### src/rtl/adc_defines.vh
// register map, field positions and reset values of the converter control block
`ifndef ADC_DEFINES_VH
`define ADC_DEFINES_VH

// ****************************************
// register byte offsets
// ****************************************
`define OFF_CHANNEL_CONTROL 8'h00
`define OFF_PORT_REF_CONFIG 8'h04
`define OFF_TIMING_FORMAT 8'h08
`define OFF_RESULT_HIGH 8'h0c
`define OFF_RESULT_LOW 8'h10
`define OFF_IRQ_STATUS 8'h14
`define OFF_IRQ_CLEAR 8'h18
`define OFF_IRQ_ENABLE 8'h1c

// ****************************************
// channel control fields
// ****************************************
`define CC_CAL_BIT 7
`define CC_CHS_HI 5
`define CC_CHS_LO 2
`define CC_GO_BIT 1
`define CC_EN_BIT 0
`define CC_WRITE_MASK 8'hbf

// ****************************************
// port and reference config fields
// ****************************************
`define PR_NEG_REF_BIT 5
`define PR_POS_REF_BIT 4
`define PR_PCFG_HI 3
`define PR_PCFG_LO 0
`define PR_WRITE_MASK 8'h3f

// ****************************************
// timing and format fields
// ****************************************
`define TF_JUSTIFY_BIT 7
`define TF_ACQ_HI 5
`define TF_ACQ_LO 3
`define TF_CLK_HI 2
`define TF_CLK_LO 0
`define TF_WRITE_MASK 8'hbf

// ****************************************
// interrupt bits
// ****************************************
`define IRQ_DONE_BIT 0
`define IRQ_CAL_BIT 1
`define IRQ_MASK 2'h3

// ****************************************
// reset values
// ****************************************
`define RST_CHANNEL_CONTROL 8'h00
`define RST_PORT_REF_CONFIG 8'h00
`define RST_TIMING_FORMAT 8'h00
`define RST_IRQ 2'h0
`define RST_PINS_LARGE 16'hffdf
`define RST_PINS_SMALL 16'h0fdf

// ****************************************
// channel codes
// ****************************************
`define CHS_UNUSED 4'h5
`define CHS_LAST_SMALL 4'hb
`define CHS_LAST_LARGE 4'hc

`endif

### src/rtl/pin_config_decode.v
// decodes the pin configuration code into a per-pin analog mask
`timescale 1ns/1ps
`default_nettype none
module pin_config_decode #(
	parameter LARGE_PKG = 1
) (
	input wire [3:0] pin_analog_config,
	output wire [15:0] pin_analog
);
	// number of analog inputs, counted from the lowest, for each code
	function [3:0] analog_count;
		input [3:0] code;
		begin
			case (code)
				4'h0: analog_count = 4'hf;
				4'h9, 4'ha: analog_count = 4'h5;
				default: begin
					if (code < 4'h9) begin
						analog_count = 4'he - code;
					end else begin
						analog_count = 4'hf - code;
					end
				end
			endcase
		end
	endfunction

	wire [3:0] count = analog_count(pin_analog_config);
	assign pin_analog[5] = 1'b0;

	genvar i;
	generate
		for (i = 0; i < 15; i = i + 1) begin : g_pin
			localparam integer PIN = (i < 5) ? i : i + 1;
			localparam integer PRESENT = (PIN < 12) || (LARGE_PKG != 0);
			assign pin_analog[PIN] = (PRESENT != 0) && (i < count);
		end
	endgenerate
endmodule // pin_config_decode
`default_nettype wire

### src/rtl/result_format.v
// holds the 10-bit result and presents it justified across the register pair
`timescale 1ns/1ps
`default_nettype none
module result_format (
	input wire pclk,
	input wire load,
	input wire [9:0] result_in,
	input wire right_justify,
	output wire [7:0] result_high,
	output wire [7:0] result_low
);
	// no reset: a device reset leaves the result pair untouched
	reg [9:0] result_r;

	always @(posedge pclk) begin
		if (load) begin
			result_r <= result_in;
		end
	end

	assign result_high = right_justify ? {6'h00, result_r[9:8]} : result_r[9:2];
	assign result_low = right_justify ? result_r[7:0] : {result_r[1:0], 6'h00};
endmodule // result_format
`default_nettype wire

### src/rtl/adc_ctrl.v
// converter control front end: apb registers, conversion sequencing and analog core controls
`timescale 1ns/1ps
`default_nettype none
`include "adc_defines.vh"
module adc_ctrl #(
	parameter LARGE_PKG = 1
) (
	input wire pclk,
	input wire presetn,
	input wire psel,
	input wire penable,
	input wire pwrite,
	input wire [7:0] paddr,
	input wire [31:0] pwdata,
	output reg [31:0] prdata,
	output wire pready,
	output wire pslverr,
	output wire irq,
	output wire core_enable,
	output reg core_start,
	output wire [3:0] core_channel,
	output wire core_channel_valid,
	output wire core_calibrate,
	output wire neg_ref_select,
	output wire pos_ref_select,
	output wire [2:0] acq_time_select,
	output wire [2:0] conv_clock_select,
	output wire [15:0] pin_analog,
	input wire core_done,
	input wire [9:0] core_result
);
	// ****************************************
	// constants
	// ****************************************
	localparam [3:0] NUM_INPUTS = (LARGE_PKG != 0) ? 4'd15 : 4'd11;
	localparam [3:0] LAST_CODE = (LARGE_PKG != 0) ? `CHS_LAST_LARGE : `CHS_LAST_SMALL;
	// every present pin analog, as code zero
	localparam [15:0] PINS_RESET = (LARGE_PKG != 0) ? `RST_PINS_LARGE : `RST_PINS_SMALL;

	localparam [1:0] ST_IDLE = 2'd0;
	localparam [1:0] ST_START = 2'd1;
	localparam [1:0] ST_BUSY = 2'd2;

	// ****************************************
	// helpers
	// ****************************************
	// true when a channel code routes a real input on this package
	function chan_valid;
		input [3:0] code;
		begin
			chan_valid = (code != `CHS_UNUSED) && (code <= LAST_CODE);
		end
	endfunction

	// true when the access hits the given offset
	function hit;
		input [7:0] addr;
		input [7:0] off;
		begin
			hit = (addr == off);
		end
	endfunction

	// ****************************************
	// registers
	// ****************************************
	reg cal_r;
	reg cal_nxt;
	reg [3:0] chs_r;
	reg [3:0] chs_nxt;
	reg en_r;
	reg en_nxt;
	reg [5:0] prc_r;
	reg [5:0] prc_nxt;
	reg [7:0] tf_r;
	reg [7:0] tf_nxt;
	reg [1:0] irq_st_r;
	reg [1:0] irq_st_nxt;
	reg [1:0] irq_en_r;
	reg [1:0] irq_en_nxt;
	reg [1:0] state_r;
	reg [1:0] state_nxt;
	reg cal_run_r;
	reg cal_run_nxt;
	reg start_nxt;
	reg load_result;
	reg [31:0] rdata_nxt;

	// registered outputs
	reg [15:0] pin_analog_r;
	reg chan_valid_r;
	reg irq_r;

	wire [7:0] result_high;
	wire [7:0] result_low;
	wire [15:0] pin_decoded;

	// ****************************************
	// apb decode
	// ****************************************
	wire setup_ph = psel && !penable;
	wire access_ph = psel && penable;
	wire wr = access_ph && pwrite;
	wire [7:0] wbyte = pwdata[7:0];
	wire [7:0] pr_masked = wbyte & `PR_WRITE_MASK;

	wire addr_ok = hit(paddr, `OFF_CHANNEL_CONTROL) || hit(paddr, `OFF_PORT_REF_CONFIG)
		|| hit(paddr, `OFF_TIMING_FORMAT) || hit(paddr, `OFF_RESULT_HIGH)
		|| hit(paddr, `OFF_RESULT_LOW) || hit(paddr, `OFF_IRQ_STATUS)
		|| hit(paddr, `OFF_IRQ_CLEAR) || hit(paddr, `OFF_IRQ_ENABLE);

	assign pready = 1'b1;
	assign pslverr = access_ph && !addr_ok;

	wire wr_cc = wr && hit(paddr, `OFF_CHANNEL_CONTROL);
	wire wr_pr = wr && hit(paddr, `OFF_PORT_REF_CONFIG);
	wire wr_tf = wr && hit(paddr, `OFF_TIMING_FORMAT);
	wire wr_clr = wr && hit(paddr, `OFF_IRQ_CLEAR);
	wire wr_ien = wr && hit(paddr, `OFF_IRQ_ENABLE);

	wire busy = (state_r != ST_IDLE);
	// a done strobe outside a busy conversion is stale and ignored
	wire done_ev = core_done && (state_r == ST_BUSY);

	// ****************************************
	// control register and sequencer
	// ****************************************
	always @* begin
		cal_nxt = cal_r;
		chs_nxt = chs_r;
		en_nxt = en_r;
		prc_nxt = prc_r;
		tf_nxt = tf_r;
		irq_en_nxt = irq_en_r;
		state_nxt = state_r;
		cal_run_nxt = cal_run_r;
		start_nxt = 1'b0;
		load_result = 1'b0;

		if (done_ev && cal_run_r) begin
			cal_nxt = 1'b0;
		end
		// software write beats the hardware clear
		if (wr_cc) begin
			cal_nxt = wbyte[`CC_CAL_BIT];
			chs_nxt = wbyte[`CC_CHS_HI:`CC_CHS_LO];
			en_nxt = wbyte[`CC_EN_BIT];
		end
		if (wr_pr) begin
			prc_nxt = pr_masked[5:0];
		end
		if (wr_tf) begin
			tf_nxt = wbyte & `TF_WRITE_MASK;
		end
		if (wr_ien) begin
			irq_en_nxt = wbyte[1:0] & `IRQ_MASK;
		end

		case (state_r)
			ST_IDLE: begin
				if (wr_cc && wbyte[`CC_GO_BIT] && wbyte[`CC_EN_BIT]) begin
					state_nxt = ST_START;
					start_nxt = 1'b1;
					cal_run_nxt = wbyte[`CC_CAL_BIT];
				end
			end
			ST_START: begin
				state_nxt = ST_BUSY;
			end
			ST_BUSY: begin
				if (done_ev) begin
					state_nxt = ST_IDLE;
					load_result = 1'b1;
					cal_run_nxt = 1'b0;
				end
			end
			default: begin
				state_nxt = ST_IDLE;
			end
		endcase

		// turning the module off abandons the conversion
		if (!en_nxt) begin
			state_nxt = ST_IDLE;
			start_nxt = 1'b0;
			cal_run_nxt = 1'b0;
		end
	end

	// ****************************************
	// interrupt status
	// ****************************************
	always @* begin
		irq_st_nxt = irq_st_r;
		if (wr_clr) begin
			irq_st_nxt = irq_st_nxt & ~(wbyte[1:0] & `IRQ_MASK);
		end
		// a new event beats a clear in the same cycle
		if (done_ev) begin
			irq_st_nxt[`IRQ_DONE_BIT] = 1'b1;
		end
		if (done_ev && cal_run_r) begin
			irq_st_nxt[`IRQ_CAL_BIT] = 1'b1;
		end
	end

	assign irq = irq_r;

	// ****************************************
	// read data
	// ****************************************
	always @* begin
		rdata_nxt = 32'h0000_0000;
		case (paddr)
			`OFF_CHANNEL_CONTROL: begin
				rdata_nxt[`CC_CAL_BIT] = cal_r;
				rdata_nxt[`CC_CHS_HI:`CC_CHS_LO] = chs_r;
				rdata_nxt[`CC_GO_BIT] = en_r && busy;
				rdata_nxt[`CC_EN_BIT] = en_r;
			end
			`OFF_PORT_REF_CONFIG: begin
				rdata_nxt[5:0] = prc_r;
			end
			`OFF_TIMING_FORMAT: begin
				rdata_nxt[7:0] = tf_r;
			end
			`OFF_RESULT_HIGH: begin
				rdata_nxt[7:0] = result_high;
			end
			`OFF_RESULT_LOW: begin
				rdata_nxt[7:0] = result_low;
			end
			`OFF_IRQ_STATUS: begin
				rdata_nxt[1:0] = irq_st_r;
			end
			`OFF_IRQ_ENABLE: begin
				rdata_nxt[1:0] = irq_en_r;
			end
			default: begin
				rdata_nxt = 32'h0000_0000;
			end
		endcase
	end

	// ****************************************
	// flip-flops
	// ****************************************
	always @(posedge pclk or negedge presetn) begin
		if (!presetn) begin
			cal_r <= 1'b0;
			chs_r <= 4'h0;
			en_r <= 1'b0;
			prc_r <= 6'h00;
			tf_r <= `RST_TIMING_FORMAT;
			irq_st_r <= `RST_IRQ;
			irq_en_r <= `RST_IRQ;
			state_r <= ST_IDLE;
			cal_run_r <= 1'b0;
			core_start <= 1'b0;
			prdata <= 32'h0000_0000;
		end else begin
			cal_r <= cal_nxt;
			chs_r <= chs_nxt;
			en_r <= en_nxt;
			prc_r <= prc_nxt;
			tf_r <= tf_nxt;
			irq_st_r <= irq_st_nxt;
			irq_en_r <= irq_en_nxt;
			state_r <= state_nxt;
			cal_run_r <= cal_run_nxt;
			core_start <= start_nxt;
			if (setup_ph) begin
				prdata <= rdata_nxt;
			end
		end
	end

	// ****************************************
	// output registers
	// ****************************************
	// loaded from next values so outputs move on the same edge as their sources
	always @(posedge pclk or negedge presetn) begin
		if (!presetn) begin
			pin_analog_r <= PINS_RESET;
			chan_valid_r <= 1'b1;
			irq_r <= 1'b0;
		end else begin
			pin_analog_r <= pin_decoded;
			chan_valid_r <= chan_valid(chs_nxt) && (NUM_INPUTS != 4'd0);
			irq_r <= |(irq_st_nxt & irq_en_nxt);
		end
	end

	// ****************************************
	// analog core controls
	// ****************************************
	assign core_enable = en_r;
	assign core_channel = chs_r;
	assign core_channel_valid = chan_valid_r;
	assign pin_analog = pin_analog_r;
	assign core_calibrate = cal_r;
	assign neg_ref_select = prc_r[`PR_NEG_REF_BIT];
	assign pos_ref_select = prc_r[`PR_POS_REF_BIT];
	assign acq_time_select = tf_r[`TF_ACQ_HI:`TF_ACQ_LO];
	assign conv_clock_select = tf_r[`TF_CLK_HI:`TF_CLK_LO];

	pin_config_decode #(
		.LARGE_PKG(LARGE_PKG)
	) u_pin_decode (
		.pin_analog_config(prc_nxt[`PR_PCFG_HI:`PR_PCFG_LO]),
		.pin_analog(pin_decoded)
	);

	result_format u_result (
		.pclk(pclk),
		.load(load_result),
		.result_in(core_result),
		.right_justify(tf_r[`TF_JUSTIFY_BIT]),
		.result_high(result_high),
		.result_low(result_low)
	);
endmodule // adc_ctrl
`default_nettype wire

### config.mk
export PLATFORM = sky130hd
export DESIGN_NAME = adc_ctrl
export DESIGN_NICKNAME = d
export VERILOG_FILES = /design/src/rtl/pin_config_decode.v /design/src/rtl/result_format.v /design/src/rtl/adc_ctrl.v
export VERILOG_INCLUDE_DIRS = /design/src /design/src/rtl
export SDC_FILE = /design/constraint.sdc
export NUM_CORES = 1
export LEC_CHECK = 0
export ABC_AREA = 0
export BUFFER_PORTS_ARGS = -buffer_cell sky130_fd_sc_hd__buf_2
export CAP_MARGIN = 0
export CORE_ASPECT_RATIO = 0.6
export CORE_MARGIN = 2
export CORE_UTILIZATION = 35
export CTS_CLUSTER_DIAMETER = 50
export CTS_CLUSTER_SIZE = 24
export DETAILED_ROUTE_END_ITERATION = 7
export GPL_TIMING_DRIVEN = 0
export PLACE_DENSITY_LB_ADDON = 0.25
export SETUP_SLACK_MARGIN = 0.02
export SLEW_MARGIN = 10
export SYNTH_ARGS = -nofsm -noshare
export SYNTH_HDL_FRONTEND = slang
export SYNTH_SLANG_ARGS = --single-unit
### constraint.sdc
create_clock -name pclk -period 2.5 [get_ports pclk]
set_clock_uncertainty 0.1 [all_clocks]
set_input_delay 0.25 -clock pclk [delete_from_list [all_inputs] [get_ports pclk]]
set_output_delay 0.25 -clock pclk [all_outputs]
set_load 0.01 [all_outputs]
==> results of run 1 <==
final timing paths:
kind,startpoint,to,slack (ns),depth (start not counted)
hold reg to reg,prdata[2],prdata[2],0.38,1
min in group asynchronous,presetn,prc_r[3],0.40,2
hold / removal,pwdata[7],tf_r[7],0.07,2
setup / recovery,paddr[4],pin_analog[15],-0.24,12
setup reg to reg,prc_r[1],pin_analog[15],0.30,9
max in group asynchronous,presetn,tf_r[4],1.45,2
registers in the layout, indices dropped and copies added, names as in the netlist, 2 cells and up:
signal,cells
pin_analog,15
core_channel,4
prdata,8
irq_st_r,2
tf_r,7
prc_r,6
irq_en_r,2
u_result.result_r,10
state_r,2
cell usage after synthesis, types with 5 or more instances:
cell | count | share of area
a21o_1 | 5 | 0.012
a21oi_1 | 9 | 0.014
a31oi_1 | 7 | 0.014
buf_4 | 26 | 0.061
clkbuf_1 | 8 | 0.0094
dfrtp_1 | 36 | 0.28
dfstp_2 | 16 | 0.13
edfxtp_1 | 10 | 0.094
inv_1 | 12 | 0.014
mux2_2 | 21 | 0.074
mux2i_1 | 7 | 0.022
nand2_1 | 26 | 0.031
nor2_1 | 14 | 0.016
nor4_1 | 5 | 0.0098
o21ai_0 | 7 | 0.011
where the power goes:
| group | total, mW | leakage (nW) | switching [mW] | internal (mW) |
|---|---|---|---|---|
| Clock | 1.14 | 0.134 | 0.415 | 0.723 |
| Sequential | 1.05 | 0.760 | 0.00626 | 1.04 |
| Combinational | 0.226 | 1.18 | 0.121 | 0.106 |
| Total | 2.41 | 2.08 | 0.542 | 1.87 |
cells by family after synthesis:
kind of cell | after synthesis | share of synthesized area
other cells | 2 | 0.00235
fa+ha+maj | 4 | 0.0157
flops | 62 | 0.508
buf+inv | 51 | 0.0960
mux | 28 | 0.0960
compound gates | 62 | 0.145
simple gates | 79 | 0.137
metal layers:
| layer | GRT usage | wire, µm |
|---|---|---|
| met5 | 0 | 0 |
| met2 | 0.251 | 3600 |
| met4 | 0.0659 | 95 |
| met3 | 0.0683 | 886 |
| met1 | 0.277 | 4200 |
per-stage QoR:
step           total power [mW]  instances
2_1_floorplan              1.18        312
4_1_cts                    2.43        527
3_3_place_gp               1.25        493
5_1_grt                    2.52        530
3_5_place_dp               1.25        493
6_report                   2.41        530
final cells by class:
cell class                 instances  area, µm²  share of cell area
sequential                        62       1620               0.365
multi-input combinational        199       1530               0.343
timing repair buffer              91        567               0.128
clock buffer                      15        268              0.0603
buffer                            38        265              0.0597
tap                              112        140              0.0315
inverter                          12       50.0              0.0113
clock inverter                     1       5.00             0.00113
what timing repair did:
item	in CTS	in global routing
gates cloned	0	0
pin swaps	10	10
hold buffers	10	1
endpoints found under the hold margin	10	36
gates resized for setup	12	12
setup buffers	9	2
endpoints found under the setup margin	12	10
==> results by group, run 1 <==
Critical path
  – Number of buffer and inverter stages on the critical path: 2
  – CP peak stage delay: 0.59 ns
  – Family with the most delay on the worst path: simple AND/OR/NAND/NOR gates
  – CP most frequent cell: nor3_4
  – Worst endpoint data arrival time: 2.90 ns
  – Endpoint class of the critical path: flip-flop
  – Critical Path, Cell by Cell: buf_12 > or4_4 > nor3_4 > mux2_4 > inv_4 > ha_4 > nor3_4 > a311oi_2 > a221oi_2 > a2111o_1 > and2_4 > nor2b_4
  – Worst-path maximum fanout: 5
  – Category of the most critical setup path: in -> reg
  – CP max-delay cell: or4_4
  – Worst endpoint required time: 2.66 ns
  – Critical path startpoint category: input pin

Route
  – Number of design rule violations left after detail routing: 0
  – Avg WL per Cell: 16.6 µm
  – Via count normalized by instance count: 4.99
  – Total wire length: 8.78 mm
  – Number of routed nets with antenna violations: 0
  – Routed vias: 2,646
  – Violation count after the first detailed-routing iteration: 133
  – Pre-Repair DR Iteration Count: 4

Place
  – DPL Wire Length: 6.36 mm
  – Placement Setup Slack: -0.891 ns
  – Placer congestion estimate: 0.903
  – Standard cell area after detailed placement: 0.00386 mm²
  – Port Buffer Count: 69

Global route
  – Number of global-route vias before repair: 2,553
  – Largest net degree at the start of global routing: 53
  – Wire length of the first global-routing pass: 14.0 mm
  – Global router's overall resource usage: 0.189
  – Antenna violations before repair: 0
  – GRT overflow: 0

Clock tree
  – Clk buf depth: 2
  – Clock tree from TritonCTS: yes
  – Clock sink count: 62
  – Clock-pin slew on the worst setup and hold paths: 0.05 ns
  – Clock latency reported for the late side of the worst-skew pair: 0.33 ns
  – Clock buffers created by TritonCTS: 9
  – H-tree depth: 3
  – Root Buffer Master: clkbuf_16

Yosys
  – Mapped Avg Cell Area: 11.1 µm²
  – Number of unique standard cell types used by synthesis: 62
  – Ys Warns: 0
  – Flip-flop cell with the highest count after synthesis: dfrtp_1
  – Post-synth EDFFs: 10
  – #FFs+latches synth: 62
  – Sequential-to-total area share from yosys stat: 0.508
  – Post-synthesis instance area: 0.00319 mm²
  – Async set-reset flop share out of synthesis: 0.839
  – Cell count after synthesis: 288

Timing
  – Pins over their slew limit: 0
  – Final Cycle Share: 1.09
  – Hold violation count in the final report: 0
  – Slew headroom: 0.309
  – Post-route setup TNS: -1.55 ns
  – Achievable Freq: 366 MHz
  – Time the worst path needs with I/O delays and setup: 2.74 ns
  – Slew of the pin with the lowest slew margin: 1.03 ns
  – RSZ-0062 raised after global routing: true
  – Smallest setup slack after layout: -0.236 ns
  – Setup-failing EPs final: 8
  – Worst Hold Slack: 0.0693 ns

Power
  – Leakage power of the design: 2.08 nW
  – Worst voltage drop across the vdd grid: 0.346 mV
  – Power density over the cells: 543 mW/mm²

Status
  – Status: finished, violations left
  – Failing checks: negative setup slack

Final layout
  – Nets@finish: 473
  – Fill cells: 796
  – Most common cell after layout, fill and taps aside: buf_2
  – Fraction of final layout cells with drive strength greater than 1: 0.450
  – Antenna diode count: 0
  – Area overhead of the layout relative to synthesis: 39.1%
  – Summed area of non-filler cells in the final layout: 0.00444 mm²
  – Final design utilization: 0.511
  – Most frequent cells in the layout: 66 x buf_2, 37 x buf_4, 36 x dfrtp_1

Floorplanning
  – Top-level I/O count: 123
  – Die Y: 78 µm
  – Number of rows in the core area: 26
  – Width of the chip: 127 µm
  – Core area: 0.00869 mm²
  – Initial core utilization: 0.368
  – Full die area: 0.00993 mm²

Min path
  – Class of the tightest hold or removal check: in -> reg

Flow run
  – Max-capacitance violation count: 0
No activity file was read; power rests on OpenSTA's default activity.
==> inputs of run 2 (changes only) <==
TNS_END_PERCENT = 1   (was default)
clock period = 2.95 ns   (was 2.5 ns; I/O delays follow)
==> results by group, run 2 (synthesized netlist as in run 1, its figures left out) <==
Status
  – Failing checks: negative setup slack
  – Status: finished, violations left

Final layout
  – Fill cells: 823 (+3.4%)
  – Most frequent cells in the layout: 66 x buf_2, 43 x buf_4, 36 x dfrtp_1
  – Antenna diode count: 0 (unchanged)
  – Fraction of final layout cells with drive strength greater than 1: 0.465 (+0.0151)
  – Nets@finish: 468 (-1.1%)
  – Total area of sequential cells: 0.00162 mm² (unchanged)
  – Largest register FFs: 15 (unchanged)
  – Most common cell after layout, fill and taps aside: buf_2
  – Total area of multi-input combinational cells: 0.00148 mm² (-3.2%)
  – Summed area of non-filler cells in the final layout: 0.00436 mm² (-1.9%)
  – Area overhead of the layout relative to synthesis: 36.3%

Route
  – Number of routed nets with antenna violations: 0 (unchanged)
  – Pre-Repair DR Iteration Count: 5 (+1)
  – Via count normalized by instance count: 5.15 (+3.2%)
  – Violation count after the first detailed-routing iteration: 209 (+57%)
  – Avg WL per Cell: 17.2 µm (+4.0%)
  – Routed vias: 2,704 (+2.2%)
  – Total wire length: 9.04 mm (+3.0%)
  – Number of design rule violations left after detail routing: 0 (unchanged)

Critical path
  – Worst-path maximum fanout: 4 (-1)
  – Critical path startpoint category: input pin
  – Worst endpoint data arrival time: 3.15 ns (+0.25 ns)
  – Category of the most critical setup path: in -> reg
  – Endpoint class of the critical path: flip-flop
  – Worst endpoint required time: 3.11 ns (+0.45 ns)

Timing
  – Time the worst path needs with I/O delays and setup: 2.99 ns
  – Post-route setup TNS: -0.0390 ns (+1.51 ns)
  – Setup-failing EPs final: 1 (-7)
  – RSZ-0062 raised after global routing: true
  – Slew headroom: 0.261 (-0.0484)
  – Slew of the pin with the lowest slew margin: 1.10 ns (+0.0719 ns)
  – Smallest setup slack after layout: -0.0390 ns (+0.197 ns)
  – Achievable Freq: 335 MHz
  – Hold violation count in the final report: 0 (unchanged)
  – Final Cycle Share: 1.01
  – Pins over their slew limit: 0 (unchanged)

Floorplanning
  – Die Y: 78 µm (unchanged)
  – Full die area: 0.00993 mm² (unchanged)
  – Initial core utilization: 0.368 (unchanged)
  – Top-level I/O count: 123 (unchanged)
  – Number of rows in the core area: 26 (unchanged)
  – Core area: 0.00869 mm² (unchanged)
  – Width of the chip: 127 µm (unchanged)

Global route
  – Largest net degree at the start of global routing: 53 (unchanged)
  – Antenna violations before repair: 0 (unchanged)
  – Global router's overall resource usage: 0.185 (-0.00390)
  – Wire length of the first global-routing pass: 13.8 mm (-1.6%)
  – Number of global-route vias before repair: 2,504 (-1.9%)
  – GRT overflow: 0 (unchanged)

Place
  – Port Buffer Count: 69 (unchanged)
  – Standard cell area after detailed placement: 0.00385 mm² (-0.16%)
  – Placer congestion estimate: 0.908 (+0.46%)
  – DPL Wire Length: 6.46 mm (+1.6%)

Clock tree
  – Clock buffers created by TritonCTS: 9 (unchanged)
  – Clock sink count: 62 (unchanged)
  – Clock-pin slew on the worst setup and hold paths: 0.05 ns (about the same)
  – Root Buffer Master: clkbuf_16
  – Clock latency reported for the late side of the worst-skew pair: 0.33 ns (about the same)
  – H-tree depth: 3 (unchanged)
  – Clock tree from TritonCTS: yes
  – Clk buf depth: 2 (unchanged)

Flow run
  – Max-capacitance violation count: 0 (unchanged)

Power
  – Worst voltage drop across the vdd grid: 0.268 mV (-23%)
  – Post-layout total power: 2.10 mW (-13%)
  – Leakage power of the design: 2.07 nW (-0.41%)
  – Power density over the cells: 483 mW/mm² (-11%)

Min path
  – Class of the tightest hold or removal check: in -> reg
-- run 2: worst max-delay path, stage by stage --
cell      delay (ns)
buf_8           0.10
or4b_4          0.53
buf_6           0.14
nor3_4          0.23
mux2_4          0.38
inv_4           0.09
ha_4            0.19
nor3_4          0.06
a311oi_2        0.31
a221oi_2        0.07
a2111o_1        0.44
and2_4          0.19
nor2b_4         0.11
-- run 2: final cells by class --
class | count | share of cell area
buffer | 38 | 0.0609
inverter | 12 | 0.0115
timing repair buffer | 86 | 0.115
multi-input combinational | 199 | 0.339
clock buffer | 16 | 0.0692
tap | 112 | 0.0322
sequential | 62 | 0.372
-- run 2: what timing repair did --
action                                 4_1_cts  5_1_grt
gates resized for setup                      1       18
pin swaps                                    2       10
endpoints found under the hold margin        0       36
setup buffers                                4       12
hold buffers                                 0        1
setup endpoints to repair                    7        8
-- run 2: path summary, 6_finish.rpt --
check / slack [ns] / to / startpoint / depth (start not counted)
setup / recovery: -0.04 / pin_analog[15] / paddr[0] / 13
hold / removal: 0.04 / u_result.result_r[7] / core_result[7] / 1
setup reg to reg: 0.54 / pin_analog[15] / prc_r[1] / 9
hold reg to reg: 0.38 / prdata[2] / prdata[2] / 1
max in group asynchronous: 1.86 / tf_r[5] / presetn / 2
min in group asynchronous: 0.45 / irq_st_r[0] / presetn / 2
-- run 2: report_power, final --
part           total (mW)  switching (mW)  internal [mW]
clock network        1.03           0.350          0.683
registers           0.888         0.00536          0.883
logic               0.183           0.101         0.0815
-- run 2: per-layer routing --
metal	vias to the layer above	part of all wire	track usage	routed length, µm
met5	-	0	0	0
met4	0	0.016	0.0538	144
met3	14	0.092	0.0593	831
met2	130	0.41	0.247	3740
met1	1311	0.48	0.280	4330
li1	1249	-	-	-
-- run 2: stage by stage --
| stage | utilization | setup slack [ns] | hold WS, ns | instances |
|---|---|---|---|---|
| final | 0.501 | -0.0390 | 0.0367 | 525 |
| after global routing | 0.501 | -0.0977 | 0.0319 | 525 |
| after CTS | 0.483 | 0.0391 | 0.0291 | 513 |
| after detailed placement | 0.444 | -0.498 | 0.367 | 493 |
| after global placement | 0.444 | -0.466 | 0.364 | 493 |
| after floorplan | - | -0.0511 | -0.101 | 312 |
